$ cat config.mk
export PLATFORM = sky130hd
export DESIGN_NAME = dft_dyn_start_temp
export DESIGN_NICKNAME = d
export VERILOG_FILES = /design/src/verilog/dft_pkg.sv /design/src/verilog/dft_dyn_start_temp.sv
export SDC_FILE = /design/constraint.sdc
export NUM_CORES = 1
export LEC_CHECK = 0
export ABC_AREA = 1
export BUFFER_PORTS_ARGS = -buffer_cell sky130_fd_sc_hd__buf_4
export CORE_ASPECT_RATIO = 1.1
export CORE_MARGIN = 2
export CORE_UTILIZATION = 66
export CTS_CLUSTER_DIAMETER = 50
export DETAILED_ROUTE_END_ITERATION = 7
export PLACE_DENSITY_LB_ADDON = 0.08
export SETUP_SLACK_MARGIN = 0.5
export SYNTH_ARGS = -nofsm -noshare
export SYNTH_HDL_FRONTEND = slang
export SYNTH_SLANG_ARGS = --single-unit
$ cat constraint.sdc
create_clock -name clk -period 9.7 [get_ports clk]
set_input_delay 1.455 -clock clk [delete_from_list [all_inputs] [get_ports clk]]
set_output_delay 1.455 -clock clk [all_outputs]
set_load 0.05 [all_outputs]
$ cat src/verilog/dft_pkg.sv
// Constants, register map and carrier types of the dynamic fan-start temperature loop.
// Assumes temperatures use the offset-64 code: code 0x00 is -64 degrees, 0xFF is 191 degrees.
package dft_pkg;

    // ------------------------------------------------------------------
    // Register offsets.
    // ------------------------------------------------------------------
    localparam logic [7:0] ADDR_CTRL1    = 8'h0B;
    localparam logic [7:0] ADDR_CTRL2    = 8'h0C;
    localparam logic [7:0] ADDR_OP_ZONE1 = 8'h5A;
    localparam logic [7:0] ADDR_OP_ZONE2 = 8'h5B;
    localparam logic [7:0] ADDR_HYST     = 8'h64;

    // ------------------------------------------------------------------
    // Reset values.
    // ------------------------------------------------------------------
    localparam logic [7:0] CTRL1_RST = 8'h00;
    localparam logic [7:0] CTRL2_RST = 8'h00;
    localparam logic [7:0] OP_RST    = 8'hA4;
    localparam logic [7:0] HYST_RST  = 8'h40;

    // ------------------------------------------------------------------
    // Field positions.
    // ------------------------------------------------------------------
    localparam int CTRL1_EN_LSB   = 0;
    localparam int CTRL1_TRIP_LSB = 2;
    localparam int CYC_SEL_W      = 3;
    localparam int HYST_LSB       = 4;
    localparam int HYST_W         = 4;

    // ------------------------------------------------------------------
    // Loop constants.
    // ------------------------------------------------------------------
    localparam int          NUM_ZONES     = 2;
    localparam int          CNT_W         = 11;
    localparam logic [10:0] BASE_SHORT    = 11'h008;
    localparam logic [9:0]  SMALL_RISE_Q  = 10'h001;
    localparam logic [7:0]  TMIN_FLOOR    = 8'h00;
    localparam logic [7:0]  TMIN_CEIL     = 8'hFE;
    localparam logic [7:0]  LONG_STEP     = 8'h01;

    // ------------------------------------------------------------------
    // Per-zone measurement and limits, temperature in quarter degrees.
    // ------------------------------------------------------------------
    typedef struct packed {
        logic [9:0] temp_q;
        logic [7:0] low_limit;
        logic [7:0] high_limit;
    } dft_zone_in_type;

endpackage : dft_pkg

$ cat src/verilog/dft_dyn_start_temp.sv
// Dynamic fan-start temperature adjustment for two remote temperature zones.
// Assumes monitor_tick pulses once per completed monitoring cycle and all inputs are synchronous to clk.
//
// Functional notes
// Temperature within op-minus-hysteresis and low limit leaves start temperature unchanged.
// Above op-minus-hysteresis, short cycle lowers start temperature by twice the rise.
// Short cycle makes no reduction when rise is at most a quarter degree.
// Long cycle makes no change between op-minus-hysteresis and op.
// Above op, every long cycle lowers start temperature one more degree.
// Below op, start temperature holds during quarter-degree slow rises.
// Long cycle raises only below low, under high and op, above start temperature.
// Adjusted start temperature never rises above the zone high limit.
// Start temperature clamped at -64 degrees and kept below full scale.
// Zone temperature below start temperature suspends adjustment for that zone.
// Control one bit 1 enables adjustment for zone two.
// Control one bit 0 enables adjustment for zone one.
// Trip-copy bits copy remote temperature into op on a trip assertion.
// The outside party asserts a trip by pulling the trip pin low.
// Short cycle every n monitoring cycles, long every 2n, n from 8 to 1024.
// Op is an eight-bit one-degree register with a four-bit hysteresis field.
// Short reduction applies before the long step, results saturate, never wrap.
`timescale 1ns/1ps

module dft_dyn_start_temp #(
    parameter int NUM_ZONES = dft_pkg::NUM_ZONES
) (
    input  wire logic                     clk,
    input  wire logic                     reset,
    input  wire logic [7:0]               reg_addr,
    input  wire logic [7:0]               reg_wdata,
    input  wire logic                     reg_wr,
    output logic      [7:0]               reg_rdata,
    input  wire logic                     monitor_tick,
    input  wire dft_pkg::dft_zone_in_type zone_in [NUM_ZONES],
    input  wire logic [NUM_ZONES-1:0]     tmin_load,
    input  wire logic [7:0]               tmin_load_value [NUM_ZONES],
    input  wire logic                     thermal_trip_pin_in,
    output logic                          thermal_trip_pin_out,
    output logic                          thermal_trip_pin_oe,
    output logic      [7:0]               start_temp [NUM_ZONES]
);

    // ------------------------------------------------------------------
    // Elaboration check.
    // ------------------------------------------------------------------
    if (NUM_ZONES != dft_pkg::NUM_ZONES) begin : g_bad_zones
        $error("Register map serves exactly two zones.");
    end

    // ------------------------------------------------------------------
    // Register file.
    // ------------------------------------------------------------------
    logic [7:0] ctrl1_r, ctrl1_nxt;
    logic [7:0] ctrl2_r, ctrl2_nxt;
    logic [7:0] hyst_r, hyst_nxt;
    logic [7:0] op_r [NUM_ZONES];
    logic [7:0] op_nxt [NUM_ZONES];
    logic [7:0] rdata_r, rdata_nxt;
    logic       trip_prev_r, trip_prev_nxt;
    logic       trip_fall;
    logic [7:0] tmin_r [NUM_ZONES];

    always_comb begin
        ctrl1_nxt     = ctrl1_r;
        ctrl2_nxt     = ctrl2_r;
        hyst_nxt      = hyst_r;
        trip_prev_nxt = thermal_trip_pin_in;
        trip_fall     = trip_prev_r && !thermal_trip_pin_in;
        for (int z = 0; z < NUM_ZONES; z++) begin
            op_nxt[z] = op_r[z];
        end
        if (reg_wr) begin
            unique case (reg_addr)
                dft_pkg::ADDR_CTRL1:    ctrl1_nxt = reg_wdata;
                dft_pkg::ADDR_CTRL2:    ctrl2_nxt = reg_wdata;
                dft_pkg::ADDR_HYST:     hyst_nxt  = reg_wdata;
                dft_pkg::ADDR_OP_ZONE1: op_nxt[0] = reg_wdata;
                dft_pkg::ADDR_OP_ZONE2: op_nxt[1] = reg_wdata;
                default:                ctrl1_nxt = ctrl1_r;
            endcase
        end
        for (int z = 0; z < NUM_ZONES; z++) begin
            if (trip_fall && ctrl1_r[dft_pkg::CTRL1_TRIP_LSB + z]) begin
                op_nxt[z] = zone_in[z].temp_q[9:2];
            end
        end
        unique case (reg_addr)
            dft_pkg::ADDR_CTRL1:    rdata_nxt = ctrl1_r;
            dft_pkg::ADDR_CTRL2:    rdata_nxt = ctrl2_r;
            dft_pkg::ADDR_HYST:     rdata_nxt = hyst_r;
            dft_pkg::ADDR_OP_ZONE1: rdata_nxt = op_r[0];
            dft_pkg::ADDR_OP_ZONE2: rdata_nxt = op_r[1];
            default:                rdata_nxt = 8'h00;
        endcase
    end

    always_ff @(posedge clk) begin
        if (reset) begin
            ctrl1_r     <= dft_pkg::CTRL1_RST;
            ctrl2_r     <= dft_pkg::CTRL2_RST;
            hyst_r      <= dft_pkg::HYST_RST;
            rdata_r     <= 8'h00;
            trip_prev_r <= 1'b1;
            for (int z = 0; z < NUM_ZONES; z++) begin
                op_r[z] <= dft_pkg::OP_RST;
            end
        end else begin
            ctrl1_r     <= ctrl1_nxt;
            ctrl2_r     <= ctrl2_nxt;
            hyst_r      <= hyst_nxt;
            rdata_r     <= rdata_nxt;
            trip_prev_r <= trip_prev_nxt;
            for (int z = 0; z < NUM_ZONES; z++) begin
                op_r[z] <= op_nxt[z];
            end
        end
    end

    // ------------------------------------------------------------------
    // Outputs.
    // ------------------------------------------------------------------
    always_ff @(posedge clk) begin
        if (reset) begin
            thermal_trip_pin_out <= 1'b0;
            thermal_trip_pin_oe  <= 1'b0;
        end else begin
            thermal_trip_pin_out <= 1'b0;
            thermal_trip_pin_oe  <= 1'b0;
        end
    end

    assign reg_rdata  = rdata_r;
    assign start_temp = tmin_r;

    // ------------------------------------------------------------------
    // Per-zone adjustment loop.
    // ------------------------------------------------------------------
    logic [dft_pkg::CNT_W-1:0] cnt_r [NUM_ZONES];
    logic [9:0]                prev_q_r [NUM_ZONES];
    logic                      short_ev [NUM_ZONES];
    logic                      long_ev [NUM_ZONES];
    logic                      active [NUM_ZONES];
    logic [9:0]                rise_q [NUM_ZONES];
    logic                      over_thr [NUM_ZONES];
    logic                      over_op [NUM_ZONES];
    logic                      raise_ok [NUM_ZONES];

    for (genvar z = 0; z < NUM_ZONES; z++) begin : g_zone
        logic [dft_pkg::CNT_W-1:0] cnt_nxt;
        logic [dft_pkg::CNT_W-1:0] n_cyc;
        logic [dft_pkg::CNT_W-1:0] last_cnt;
        logic [2:0]                sel;
        logic [9:0]                prev_nxt;
        logic [9:0]                thr_q;
        logic [8:0]                step;
        logic [7:0]                t1;
        logic [7:0]                tmin_nxt;
        logic [7:0]                hyst;

        always_comb begin
            sel      = ctrl2_r[z*dft_pkg::CYC_SEL_W +: dft_pkg::CYC_SEL_W];
            n_cyc    = dft_pkg::BASE_SHORT << sel;
            last_cnt = (n_cyc << 1) - 11'h001;
            short_ev[z] = monitor_tick && ((cnt_r[z] == n_cyc - 11'h001) || (cnt_r[z] >= last_cnt));
            long_ev[z]  = monitor_tick && (cnt_r[z] >= last_cnt);
            cnt_nxt  = cnt_r[z];
            if (monitor_tick) begin
                cnt_nxt = (cnt_r[z] >= last_cnt) ? 11'h000 : cnt_r[z] + 11'h001;
            end
            prev_nxt = monitor_tick ? zone_in[z].temp_q : prev_q_r[z];
            rise_q[z] = (zone_in[z].temp_q > prev_q_r[z]) ? zone_in[z].temp_q - prev_q_r[z] : 10'h000;
            hyst     = {4'h0, hyst_r[dft_pkg::HYST_LSB +: dft_pkg::HYST_W]};
            thr_q    = (op_r[z] >= hyst) ? {op_r[z] - hyst, 2'b00} : 10'h000;
            over_thr[z] = zone_in[z].temp_q > thr_q;
            over_op[z]  = zone_in[z].temp_q > {op_r[z], 2'b00};
            // Disabled zones and zones below the start temperature are left alone.
            active[z] = ctrl1_r[dft_pkg::CTRL1_EN_LSB + z] && (zone_in[z].temp_q >= {tmin_r[z], 2'b00});
            raise_ok[z] = (zone_in[z].temp_q < {zone_in[z].low_limit, 2'b00})
                       && (tmin_r[z] < zone_in[z].high_limit) && (tmin_r[z] < op_r[z])
                       && (zone_in[z].temp_q > {tmin_r[z], 2'b00}) && (tmin_r[z] < dft_pkg::TMIN_CEIL);
            step = 9'h000;
            if (short_ev[z] && active[z] && over_thr[z] && (rise_q[z] > dft_pkg::SMALL_RISE_Q)) begin
                step = rise_q[z][9:1];
            end
            t1 = ({1'b0, tmin_r[z]} > step) ? tmin_r[z] - step[7:0] : dft_pkg::TMIN_FLOOR;
            if (long_ev[z] && active[z]) begin
                if (over_op[z]) begin
                    t1 = (t1 > dft_pkg::TMIN_FLOOR) ? t1 - dft_pkg::LONG_STEP : dft_pkg::TMIN_FLOOR;
                end else if (raise_ok[z] && (t1 == tmin_r[z])) begin
                    t1 = tmin_r[z] + dft_pkg::LONG_STEP;
                end
            end
            tmin_nxt = tmin_load[z] ? tmin_load_value[z] : t1;
        end

        always_ff @(posedge clk) begin
            if (reset) begin
                cnt_r[z]    <= 11'h000;
                prev_q_r[z] <= 10'h000;
                tmin_r[z]   <= dft_pkg::TMIN_FLOOR;
            end else begin
                cnt_r[z]    <= cnt_nxt;
                prev_q_r[z] <= prev_nxt;
                tmin_r[z]   <= tmin_nxt;
            end
        end

    end
endmodule : dft_dyn_start_temp

==> out/metrics.cfg, run 1 <==
[setup_path]
cp-start-kind = flop
path_buf_inv = 5
worst-path-max-fanout = 12
cp.required_ns = 10.00
crit_path_frequent_cell = nand2_1
critPathTopFamily = simple AND/OR/NAND/NOR gates
crit_cells = 39
r2r_slack_ns = 2.98
worst-setup-path-type = reg2reg
end_kind = flop
cp_slowest_cell = nor2_1
worstPathArrival_ns = 7.02
slowest_delay_ns = 0.72
r2r_cells = 39

[route]
antenna_left = 0
routedWlPerCell_um = 15.58
firstDrtPassIters = 5
drtIter0Drc = 866
vias = 12400
wl_mm = 33.38
viasPerCell = 5.787
drc = 0

[cts]
cts.clk_slew.worst_paths_ns = 0.08
root_buffer = clkbuf_16
cts_hold_buf = 0
clock_sinks = 107
post_cts_resized = 0
cts_tree = done
ctsLongestPathBuffers = 2
postCtsSetupRepairBufs = 0
clk_latency_ns = 0.37
cts_inserted_buffers = 9
ctsHtreeMaxLevel = 3

[sta]
rsz0062_at_grt = no
tns_ns = 0
setup_violations = 0
setup_slack_ns = 2.976
fin_worst_skew_ns = 0.005202
clock.fmax_mhz = 148.7
worstMarginPinSlew_ns = 0.9340
slew_headroom_pct = 37.50
period_needed_ns = 6.724
hold_violations = 0
drv_slew = 0
finalCritPeriodShare_pct = 69.32

[global_route]
grt_pass1_vias = 11670
grt_usage_pct = 36.31
grt_overflow = 0
grt_max_degree = 59
antenna_found_initial = 0
grt_pass1_wl_mm = 54.46

[status]
outcome = finished, final reports clean

[finish]
drive_gt1_share_pct = 9.906
final_cells = 2142
seqCellArea_sq_um = 2142
n_antenna_cell = 0
nets = 2157
fillers = 1464
multi_input_comb_area_sq_um = 8194
syn2layout_area_growth_pct = 11.42

[synth]
synth_common_cells = nand2_1 (433), inv_1 (254), nor2_1 (171), ha_1 (157), a21oi_1 (152)
yosys_warnings = 0
synth_top_family_by_area = simple AND/OR/NAND/NOR gates
synth_cell_type_count = 56
synth_area_sq_um = 11490
synth_ff_type = dfxtp_1
synth_area_leader_cell = dfxtp_1
synth_edf_count = 0
synth_seq_area_share_pct = 18.65
yosys.area_share.simple_pct = 33.32
synth_compound_area_share_pct = 16.98
syn_area_per_cell_sq_um = 6.363
ys_ff_latch = 107
muxShareOfSynthArea_pct = 0
post-synth-top-count-cell = nand2_1
async_flop_share_pct = 0
yosysTopAreaCellShare_pct = 18.65
synth-xor-area-share_pct = 2.821
yosys.area_share.adder_pct = 18.15
ys_top_cells_by_area = dfxtp_1 (19%), ha_1 (17%), nand2_1 (14%)
synthCells = 1805

[die]
die_h_um = 142.4
die_x_um = 129.8
initial_core_util_pct = 67.50
coreArea_sq_um = 17020
rows = 50
io_pins = 117
dieArea_sq_um = 18480

[hold_path]
hp-class = reg2reg
min_path_cells = 2

[placed_design]
place_ws_ns = 3.078
placed_cells = 2126
io_buffers = 114
hpwl_mm = 25.99
routabilityCongestion = 1.013

[job]
max_cap_viol_count = 0

[power_and_ir_drop]
leakage_uw = 0.006459
p_per_area_nw_per_um2 = 113.0
vdd_ir_drop_max_v = 0.00009222

## final cells by class
class | count | share of cell area, %
Multi-Input combinational cell | 1406 | 64.03
Sequential cell | 107 | 16.74
Inverter | 260 | 7.626
Timing Repair Buffer | 119 | 6.981
Tap cell | 234 | 2.288
Clock buffer | 10 | 1.867
Clock inverter | 6 | 0.4693
## layer usage
layer / wire length, um / GRT usage (%)
met4: 1035 / 13.92
met3: 2331 / 5.752
met2: 15430 / 60.93
met5: 0 / 0
met1: 14580 / 46.59
## tightest hold or removal path: cells and delay by family, from the launching register on
kind	cells	cell delay (ns)
simple gates	2	0.10
flops	1	0.33
## power breakdown
group | internal, uW | switching (uW)
sequential | 453 | 25.3
combinational | 210 | 384
clock | 187 | 187
total | 850 | 596
## cell usage in the layout (no fill, tap or decap), types with 5 or more instances in the layout
master and instances:
nand3_2 5, o211ai_1 19, nand3_1 124, inv_1 254, nand4_1 47, xor2_1 30, nor2_1 171, o21bai_1 6
buf_4 119, clkbuf_16 9, nand3b_1 7, nand2_2 8, a21oi_1 152, dfxtp_1 107, o22ai_1 8, nor3_1 23
or2_2 10, o21ai_0 97, nor2_4 7, ha_1 157, o21a_1 9, xnor2_1 7, a31oi_1 16, a211oi_1 5
fa_1 6, nor4_1 8, nand2_1 433
## metrics by stage
stage	util (%)	power, uW	cell area [sq um]	hold slack [ns]
floorplan	-	912.3	11490	0.4289
global placement	73.45	1056	12500	0.4389
detailed placement	73.45	1068	12500	0.4435
CTS	75.21	1438	12800	0.4598
global route	75.21	1534	12800	0.4803
finish	75.21	1446	12800	0.4623
## final timing paths
check / startpoint / endpoint
max: op_r[0][8]$_SDFFE_PP0P_ / start_temp[3]$_SDFF_PP0_
min: hyst_r[6]$_SDFFE_PP1P_ / hyst_r[6]$_SDFFE_PP1P_
max reg2reg: op_r[0][8]$_SDFFE_PP0P_ / start_temp[3]$_SDFF_PP0_
min reg2reg: hyst_r[6]$_SDFFE_PP1P_ / hyst_r[6]$_SDFFE_PP1P_
## sequential cells by signal (all words and copies together) (netlist names)
name	count
cnt_r	22
prev_q_r	20
op_r	16
start_temp	16
ctrl1_r	8
ctrl2_r	8
hyst_r	8
reg_rdata	8
trip_prev_r	1
## cells by family (layout without fill, tap and decap cells)
logic type                 after synthesis  count (layout)
buffers and inverters                  293             395
AOI/OAI and AO/OA                      344             344
and+or+nand+nor                        860             860
adders and majority gates              163             163
other                                    1               2
DFF                                    107             107
xor gates and xnor gates                37              37
Note: power is estimated with default switching activity, not from simulation.
==> inputs of run 2 (changes only) <==
- ABC_AREA: 1 -> 0
- CORE_UTILIZATION: 66 -> 55
- clock period: 9.7 -> 5.5 ns (I/O delays scaled with it)
==> run 2 against run 1 <==
The run now ends with setup timing left; sequential power grew 72%; sequential cell count is the same; synthesized cell count shrank 20%; routed wire length grew 14%; largest cell class unchanged.
==> out/metrics.cfg, run 2 <==
[sta]
slew_headroom_pct = 33.55  ; -4.0 points
fin_worst_skew_ns = 0.01235  ; +0.007150 ns
setup_slack_ns = -0.6077  ; -3.583 ns
drv_slew = 0  ; unchanged
finalCritPeriodShare_pct = 111.0  ; +42 points
clock.fmax_mhz = 163.7  ; +10%
setup_violations = 16  ; +16
hold_violations = 0  ; unchanged
worstMarginPinSlew_ns = 0.9882  ; +0.05425 ns
period_needed_ns = 6.108  ; -0.6166 ns
rsz0062_at_grt = yes
tns_ns = -7.863  ; -7.863 ns

[die]
dieArea_sq_um = 21320  ; +15%
die_x_um = 139.4  ; +7.4%
die_h_um = 153.0  ; +7.4%
io_pins = 117  ; unchanged
rows = 54  ; +8.0%
initial_core_util_pct = 56.04  ; -11 points
coreArea_sq_um = 19800  ; +16%

[setup_path]
critPathTopFamily = compound AO/OA/AOI/OAI gates
r2r_cells = 31  ; -21%
r2r_start = hyst_r[6]$_SDFFE_PP1P_
r2r_slack_ns = -0.61  ; -3.58 ns
end_kind = flop
timing.rr.end = start_temp[15]$_SDFF_PP0_
worstSetupStartpoint = hyst_r[6]$_SDFFE_PP1P_
cp_slowest_cell = fa_2
cp-start-kind = flop
path_buf_inv = 3  ; -2
cp.required_ns = 5.76  ; -4.24 ns
worst-setup-path-type = reg2reg
slowest_delay_ns = 0.40  ; -0.32 ns
worstPathArrival_ns = 6.36  ; -0.66 ns
worst-path-max-fanout = 7  ; -5

[synth]
yosys_warnings = 0  ; unchanged
post-synth-top-count-cell = ha_1
ys_ff_latch = 107  ; unchanged
synth_cell_type_count = 105  ; +88%
synth_edf_count = 0  ; unchanged
synth_ff_type = dfxtp_1
synth_area_sq_um = 11090  ; -3.4%
synth_seq_area_share_pct = 19.31  ; +0.66 points
ys_top_cells_by_area = dfxtp_1 (19%), ha_1 (18%), nand2_1 (5.2%)
synth_area_leader_cell = dfxtp_1
synthCells = 1450  ; -20%
synth_common_cells = ha_1 (157), nand2_1 (154), nor2_1 (131), inv_1 (115), a21oi_1 (114)
yosysTopAreaCellShare_pct = 19.31  ; +0.66 points
syn_area_per_cell_sq_um = 7.651  ; +20%
async_flop_share_pct = 0  ; unchanged

[hold_path]
min_path_cells = 2  ; unchanged
hp-class = reg2reg
hold-path-endpoint = hyst_r[0]$_SDFFE_PP0P_
min-delay-start = hyst_r[0]$_SDFFE_PP0P_

[cts]
root_buffer = clkbuf_16
cts_inserted_buffers = 9  ; unchanged
cts.clk_slew.worst_paths_ns = 0.09  ; about the same
ctsLongestPathBuffers = 2  ; unchanged
cts_hold_buf = 0  ; unchanged
cts_tree = done
clk_latency_ns = 0.37  ; about the same
clock_sinks = 107  ; unchanged
ctsHtreeMaxLevel = 3  ; unchanged

[finish]
drive_gt1_share_pct = 29.39  ; +19 points
syn2layout_area_growth_pct = 35.85
nets = 2032  ; -5.8%
utilization_pct = 76.13  ; +0.93 points
n_antenna_cell = 0  ; unchanged
top_register = cnt_r
final_cell_mix = buf_4 (350), nand2_1 (146), ha_1 (137), nor2_1 (126), inv_1 (109)
seqCellArea_sq_um = 2155  ; +0.58%
top_regs = cnt_r (22), prev_q_r (20)
largest_register_ffs = 22  ; unchanged
multi_input_comb_area_sq_um = 9014  ; +10%
fillers = 1529  ; +4.4%
final_common_cell = buf_4

[power_and_ir_drop]
leakage_uw = 0.006597  ; +2.1%
vdd_ir_drop_max_v = 0.0001481  ; +61%
p_per_area_nw_per_um2 = 197.5  ; +75%

[global_route]
busiest_layer = met2
grt_usage_pct = 33.90  ; -2.4 points
grt_max_degree = 69  ; +17%
grtUsageMet1_pct = 38.52  ; -8.1 points
antenna_found_initial = 0  ; unchanged
grt_overflow = 0  ; unchanged
grt_pass1_wl_mm = 59.51  ; +9.3%
use_met3_pct = 3.759  ; -2.0 points
use_met2_pct = 60.25  ; -0.68 points
grt_pass1_vias = 12180  ; +4.3%

[route]
routedWlPerCell_um = 18.71  ; +20%
drtIter0Drc = 734  ; -15%
wl_mm = 38.07  ; +14%
vias = 12330  ; -0.52%
drc = 0  ; unchanged
viasPerCell = 6.059  ; +4.7%
antenna_left = 0  ; unchanged
firstDrtPassIters = 6  ; +1

[job]
max_cap_viol_count = 0  ; unchanged

[placed_design]
io_buffers = 114  ; unchanged
routabilityCongestion = 0.9723  ; -4.0%
hpwl_mm = 28.47  ; +9.5%

[status]
outcome = finished with violations
violations = setup timing

==> run 2: changes by cell type in the layout (fill, tap and decap cells not counted), moves of 14 or more <==
cell	before	now
a21o_1	4	25
a21oi_1	152	103
buf_4	119	350
ha_1	157	137
ha_4	0	19
inv_1	254	109
mux2i_1	0	27
nand2_1	433	146
nand2b_1	0	22
nand3_1	124	74
nor2_1	171	126
nor2b_1	0	14
o21ai_0	97	37
xnor2_1	7	51
==> run 2: worst max-delay path by stage <==
stage | end | depth (start not counted)
after detailed placement | start_temp[3]$_SDFF_PP0_ | 30
after global placement | start_temp[3]$_SDFF_PP0_ | 30
after global routing | start_temp[15]$_SDFF_PP0_ | 32
final | start_temp[15]$_SDFF_PP0_ | 31
after floorplan | start_temp[8]$_SDFF_PP0_ | 32
after CTS | start_temp[1]$_SDFF_PP0_ | 29
==> run 2: worst register-to-register path: cells and delay by family, from the launching register on <==
kind                     cells  cell delay (ns)
adder cells (fa/ha/maj)      3             1.00
AO/OA/AOI/OAI               16             3.10
flip-flops                   1             0.34
buffers and inverters        3             0.39
XOR/XNOR                     1             0.12
AND/OR/NAND/NOR              8             1.05
==> run 2: layout make-up <==
type / count / share of cell area, %
clock inverter: 7 / 0.6226
clock buffer: 9 / 1.494
inverter: 119 / 3.063
multi-input combinational: 1177 / 59.80
sequential: 107 / 14.30
tap: 252 / 2.092
timing repair buffer: 364 / 18.63
==> run 2: kinds of logic (layout without fill, tap and decap cells) <==
logic type                 after synthesis  count (layout)  synth area share [%]
AOI/OAI and AO/OA                      362             362                 22.85
xor gates and xnor gates                82              82                 6.665
adders and majority gates              163             163                 18.79
buffers and inverters                  167             499                 6.090
DFF                                    107             107                 19.31
muxes                                   31              31                 2.819
other                                    1               2               0.03380
and+or+nand+nor                        537             537                 23.45
==> run 2: where the power goes <==
group	switching [uW]	internal, uW
logic	770	687
clock network	367	332
registers	20.8	799
==> run 2: what timing repair did <==
action / in CTS / in global routing
pin swaps: 30 / 40
setup buffers: 15 / 13
endpoints found under the setup margin: 16 / 16
gates resized for setup: 44 / 53
cloned: 0 / 1
==> run 2: metal layers <==
layer,share of wire (%),up-vias
met3,5.7,142
met2,50,542
met5,0,-
met4,6.0,0
met1,39,5746
li1,-,5901
==> run 2: stage by stage <==
step,hold slack [ns],std cells,power (uW),area [sq um],setup slack [ns]
global placement,0.4376,1990,2114,14030,-0.4087
CTS,0.4574,2021,2883,14690,-0.4075
detailed placement,0.4472,1990,2139,14030,-0.5416
floorplan,0.4314,1451,1609,11430,-0.3648
finish,0.4571,2035,2977,15070,-0.6077
global route,0.4734,2035,3126,15070,-0.9635
==> inputs of run 3 (changes only) <==
- GPL_TIMING_DRIVEN: not set -> 0
==> run 3 against run 2 <==
The flow still finishes with violations (setup timing); worst hold slack improved by 0.0047 ns; sequential cell count did not move; total power fell by 6.4%; critical path depth did not move; via count fell by 6.3%; maximum frequency fell by 3.6%; combinational power fell by 15%; sequential power rose by 4.1%; worst setup slack got worse by 0.23 ns; non-clock buffer count fell by 142; core utilization fell by 6.1 points; critical path type unchanged; largest cell class unchanged; largest power group unchanged; highest routed layer unchanged.
==> out/metrics.cfg, run 3 (same netlist as run 2, synthesis figures left out) <==
[status]
outcome = finished with violations
violations = setup timing

[finish]
n_antenna_cell = 0  ; unchanged
final_cell_mix = buf_4 (176), nand2_1 (146), ha_1 (136), nor2_1 (125), inv_1 (109)
syn2layout_area_growth_pct = 24.90
largest_register_ffs = 22  ; unchanged
nets = 1890  ; -7.0%
top_regs = cnt_r (22), prev_q_r (20)
utilization_pct = 70.00  ; -6.1 points
drive_gt1_share_pct = 21.15  ; -8.2 points
final_common_cell = buf_4
top_register = cnt_r

[die]
die_x_um = 139.4  ; unchanged
dieArea_sq_um = 21320  ; unchanged
io_pins = 117  ; unchanged
die_h_um = 153.0  ; unchanged
initial_core_util_pct = 56.04  ; unchanged
rows = 54  ; unchanged
coreArea_sq_um = 19800  ; unchanged

[sta]
period_needed_ns = 6.336  ; +0.2282 ns
fin_worst_skew_ns = 0.01152  ; -0.0008285 ns
tns_ns = -10.19  ; -2.331 ns
hold_violations = 0  ; unchanged
clock.fmax_mhz = 157.8  ; -3.6%
finalCritPeriodShare_pct = 115.2  ; +4.1 points
setup_violations = 16  ; unchanged
rsz0062_at_grt = yes
setup_slack_ns = -0.8359  ; -0.2282 ns
worstMarginPinSlew_ns = 1.169  ; +0.1805 ns
drv_slew = 0  ; unchanged
slew_headroom_pct = 21.36  ; -12 points

[cts]
cts.clk_slew.worst_paths_ns = 0.09  ; about the same
cts_inserted_buffers = 9  ; unchanged
clock_sinks = 107  ; unchanged
clk_latency_ns = 0.37  ; about the same
ctsHtreeMaxLevel = 3  ; unchanged
root_buffer = clkbuf_16
cts_tree = done
ctsLongestPathBuffers = 2  ; unchanged

[setup_path]
cp-start-kind = flop
timing.rr.end = start_temp[1]$_SDFF_PP0_
r2r_cells = 31  ; unchanged
crit_end = start_temp[1]$_SDFF_PP0_
r2r_slack_ns = -0.84  ; -0.23 ns
r2r_start = op_r[0][8]$_SDFFE_PP0P_
worst-path-max-fanout = 7  ; unchanged
slowest_delay_ns = 0.53  ; +0.13 ns
cp.required_ns = 5.80  ; +0.04 ns
worst-setup-path-type = reg2reg
worstPathArrival_ns = 6.64  ; +0.28 ns
end_kind = flop
worstSetupStartpoint = op_r[0][8]$_SDFFE_PP0P_
cp_slowest_cell = a21oi_1

[route]
viasPerCell = 6.101  ; +0.69%
drc = 0  ; unchanged
vias = 11550  ; -6.3%
wl_mm = 35.34  ; -7.2%
drtIter0Drc = 689  ; -6.1%
routedWlPerCell_um = 18.67  ; -0.19%
firstDrtPassIters = 6  ; unchanged
antenna_left = 0  ; unchanged

[placed_design]
io_buffers = 111  ; -2.6%
hpwl_mm = 26.56  ; -6.7%
routabilityCongestion = 0.9259  ; -4.8%

[global_route]
grt_pass1_wl_mm = 56.42  ; -5.2%
grt_overflow = 0  ; unchanged
grt_usage_pct = 32.20  ; -1.7 points
antenna_found_initial = 0  ; unchanged
grt_max_degree = 23  ; -67%
grt_pass1_vias = 11370  ; -6.6%

[hold_path]
hp-class = reg2reg

[power_and_ir_drop]
vdd_ir_drop_max_v = 0.0001525  ; +3.0%
p_per_area_nw_per_um2 = 201.0  ; +1.8%
leakage_uw = 0.005768  ; -13%

[job]
max_cap_viol_count = 0  ; unchanged

run 3: cell types whose count changed in the layout (fill, tap and decap cells not counted), moves of 3 or more:
cell / change
clkbuf_1: +32
buf_4: -174
nor2b_4: -3
nor2b_1: +4
buf_2: +3
buf_6: -5
run 3: worst max-delay path: cells and delay by family (launching register included):
family | cells | cell delay, ns
buffers and inverters | 4 | 0.46
AO/OA/AOI/OAI | 16 | 3.24
adder cells (fa/ha/maj) | 4 | 0.90
AND/OR/NAND/NOR | 7 | 1.29
flip-flops | 1 | 0.36
run 3: power by group:
part           leakage [uW]  total [uW]  internal (uW)  switching [uW]
clock network      0.000153         691            329             362
logic               0.00474        1240            542             698
registers          0.000874         854            798            55.8
run 3: final cells by class:
class                      instances  area, sq um
clock buffer                       9        225.2
timing repair buffer             174         1321
tap                              252        315.3
inverter                         119        464.2
multi-input combinational       1177         9025
buffer                            48        250.2
sequential                       107         2162
clock inverter                     7        93.84
fill                            1684         5939
run 3: worst min-delay path by stage:
stage                             from                       to  cells past startpoint
3_5_place_dp    hyst_r[0]$_SDFFE_PP0P_   hyst_r[0]$_SDFFE_PP0P_                      2
2_1_floorplan   hyst_r[0]$_SDFFE_PP0P_   hyst_r[0]$_SDFFE_PP0P_                      2
3_3_place_gp    hyst_r[0]$_SDFFE_PP0P_   hyst_r[0]$_SDFFE_PP0P_                      2
4_1_cts         hyst_r[0]$_SDFFE_PP0P_   hyst_r[0]$_SDFFE_PP0P_                      2
5_1_grt        ctrl2_r[7]$_SDFFE_PP0P_  ctrl2_r[7]$_SDFFE_PP0P_                      2
6_report       ctrl1_r[4]$_SDFFE_PP0P_  ctrl1_r[4]$_SDFFE_PP0P_                      2
run 3: layer usage:
metal  vias to the layer above  wire, um  part of all wire [%]  track usage (%)
li1                       5619         -                     -                -
met1                      5352     14240                    40            39.32
met2                       451     17110                    48            55.58
met3                       128      2029                   5.7            3.070
met4                         0      1962                   5.6            17.85
met5                         -         0                     0                0
run 3: per-stage QoR:
| stage | total power, uW | hold slack, ns | setup slack [ns] | std cells | instance area (sq um) |
|---|---|---|---|---|---|
| 3_5_place_dp | 1910 | 0.4454 | -1.435 | 1814 | 12580 |
| 6_report | 2785 | 0.4618 | -0.8359 | 1893 | 13860 |
| 3_3_place_gp | 1892 | 0.4385 | -1.340 | 1814 | 12580 |
| 5_1_grt | 2926 | 0.4808 | -1.021 | 1893 | 13860 |
| 4_1_cts | 2685 | 0.4573 | -0.7743 | 1877 | 13560 |
| 2_1_floorplan | 1609 | 0.4314 | -0.3648 | 1451 | 11430 |
run 3: what timing repair did:
item                                    CTS  global route
pin swaps                                51            45
setup buffers                            47            16
cloned                                    0             0
endpoints found under the setup margin   16            16
gates resized for setup                  61            29
hold buffers                              0             0
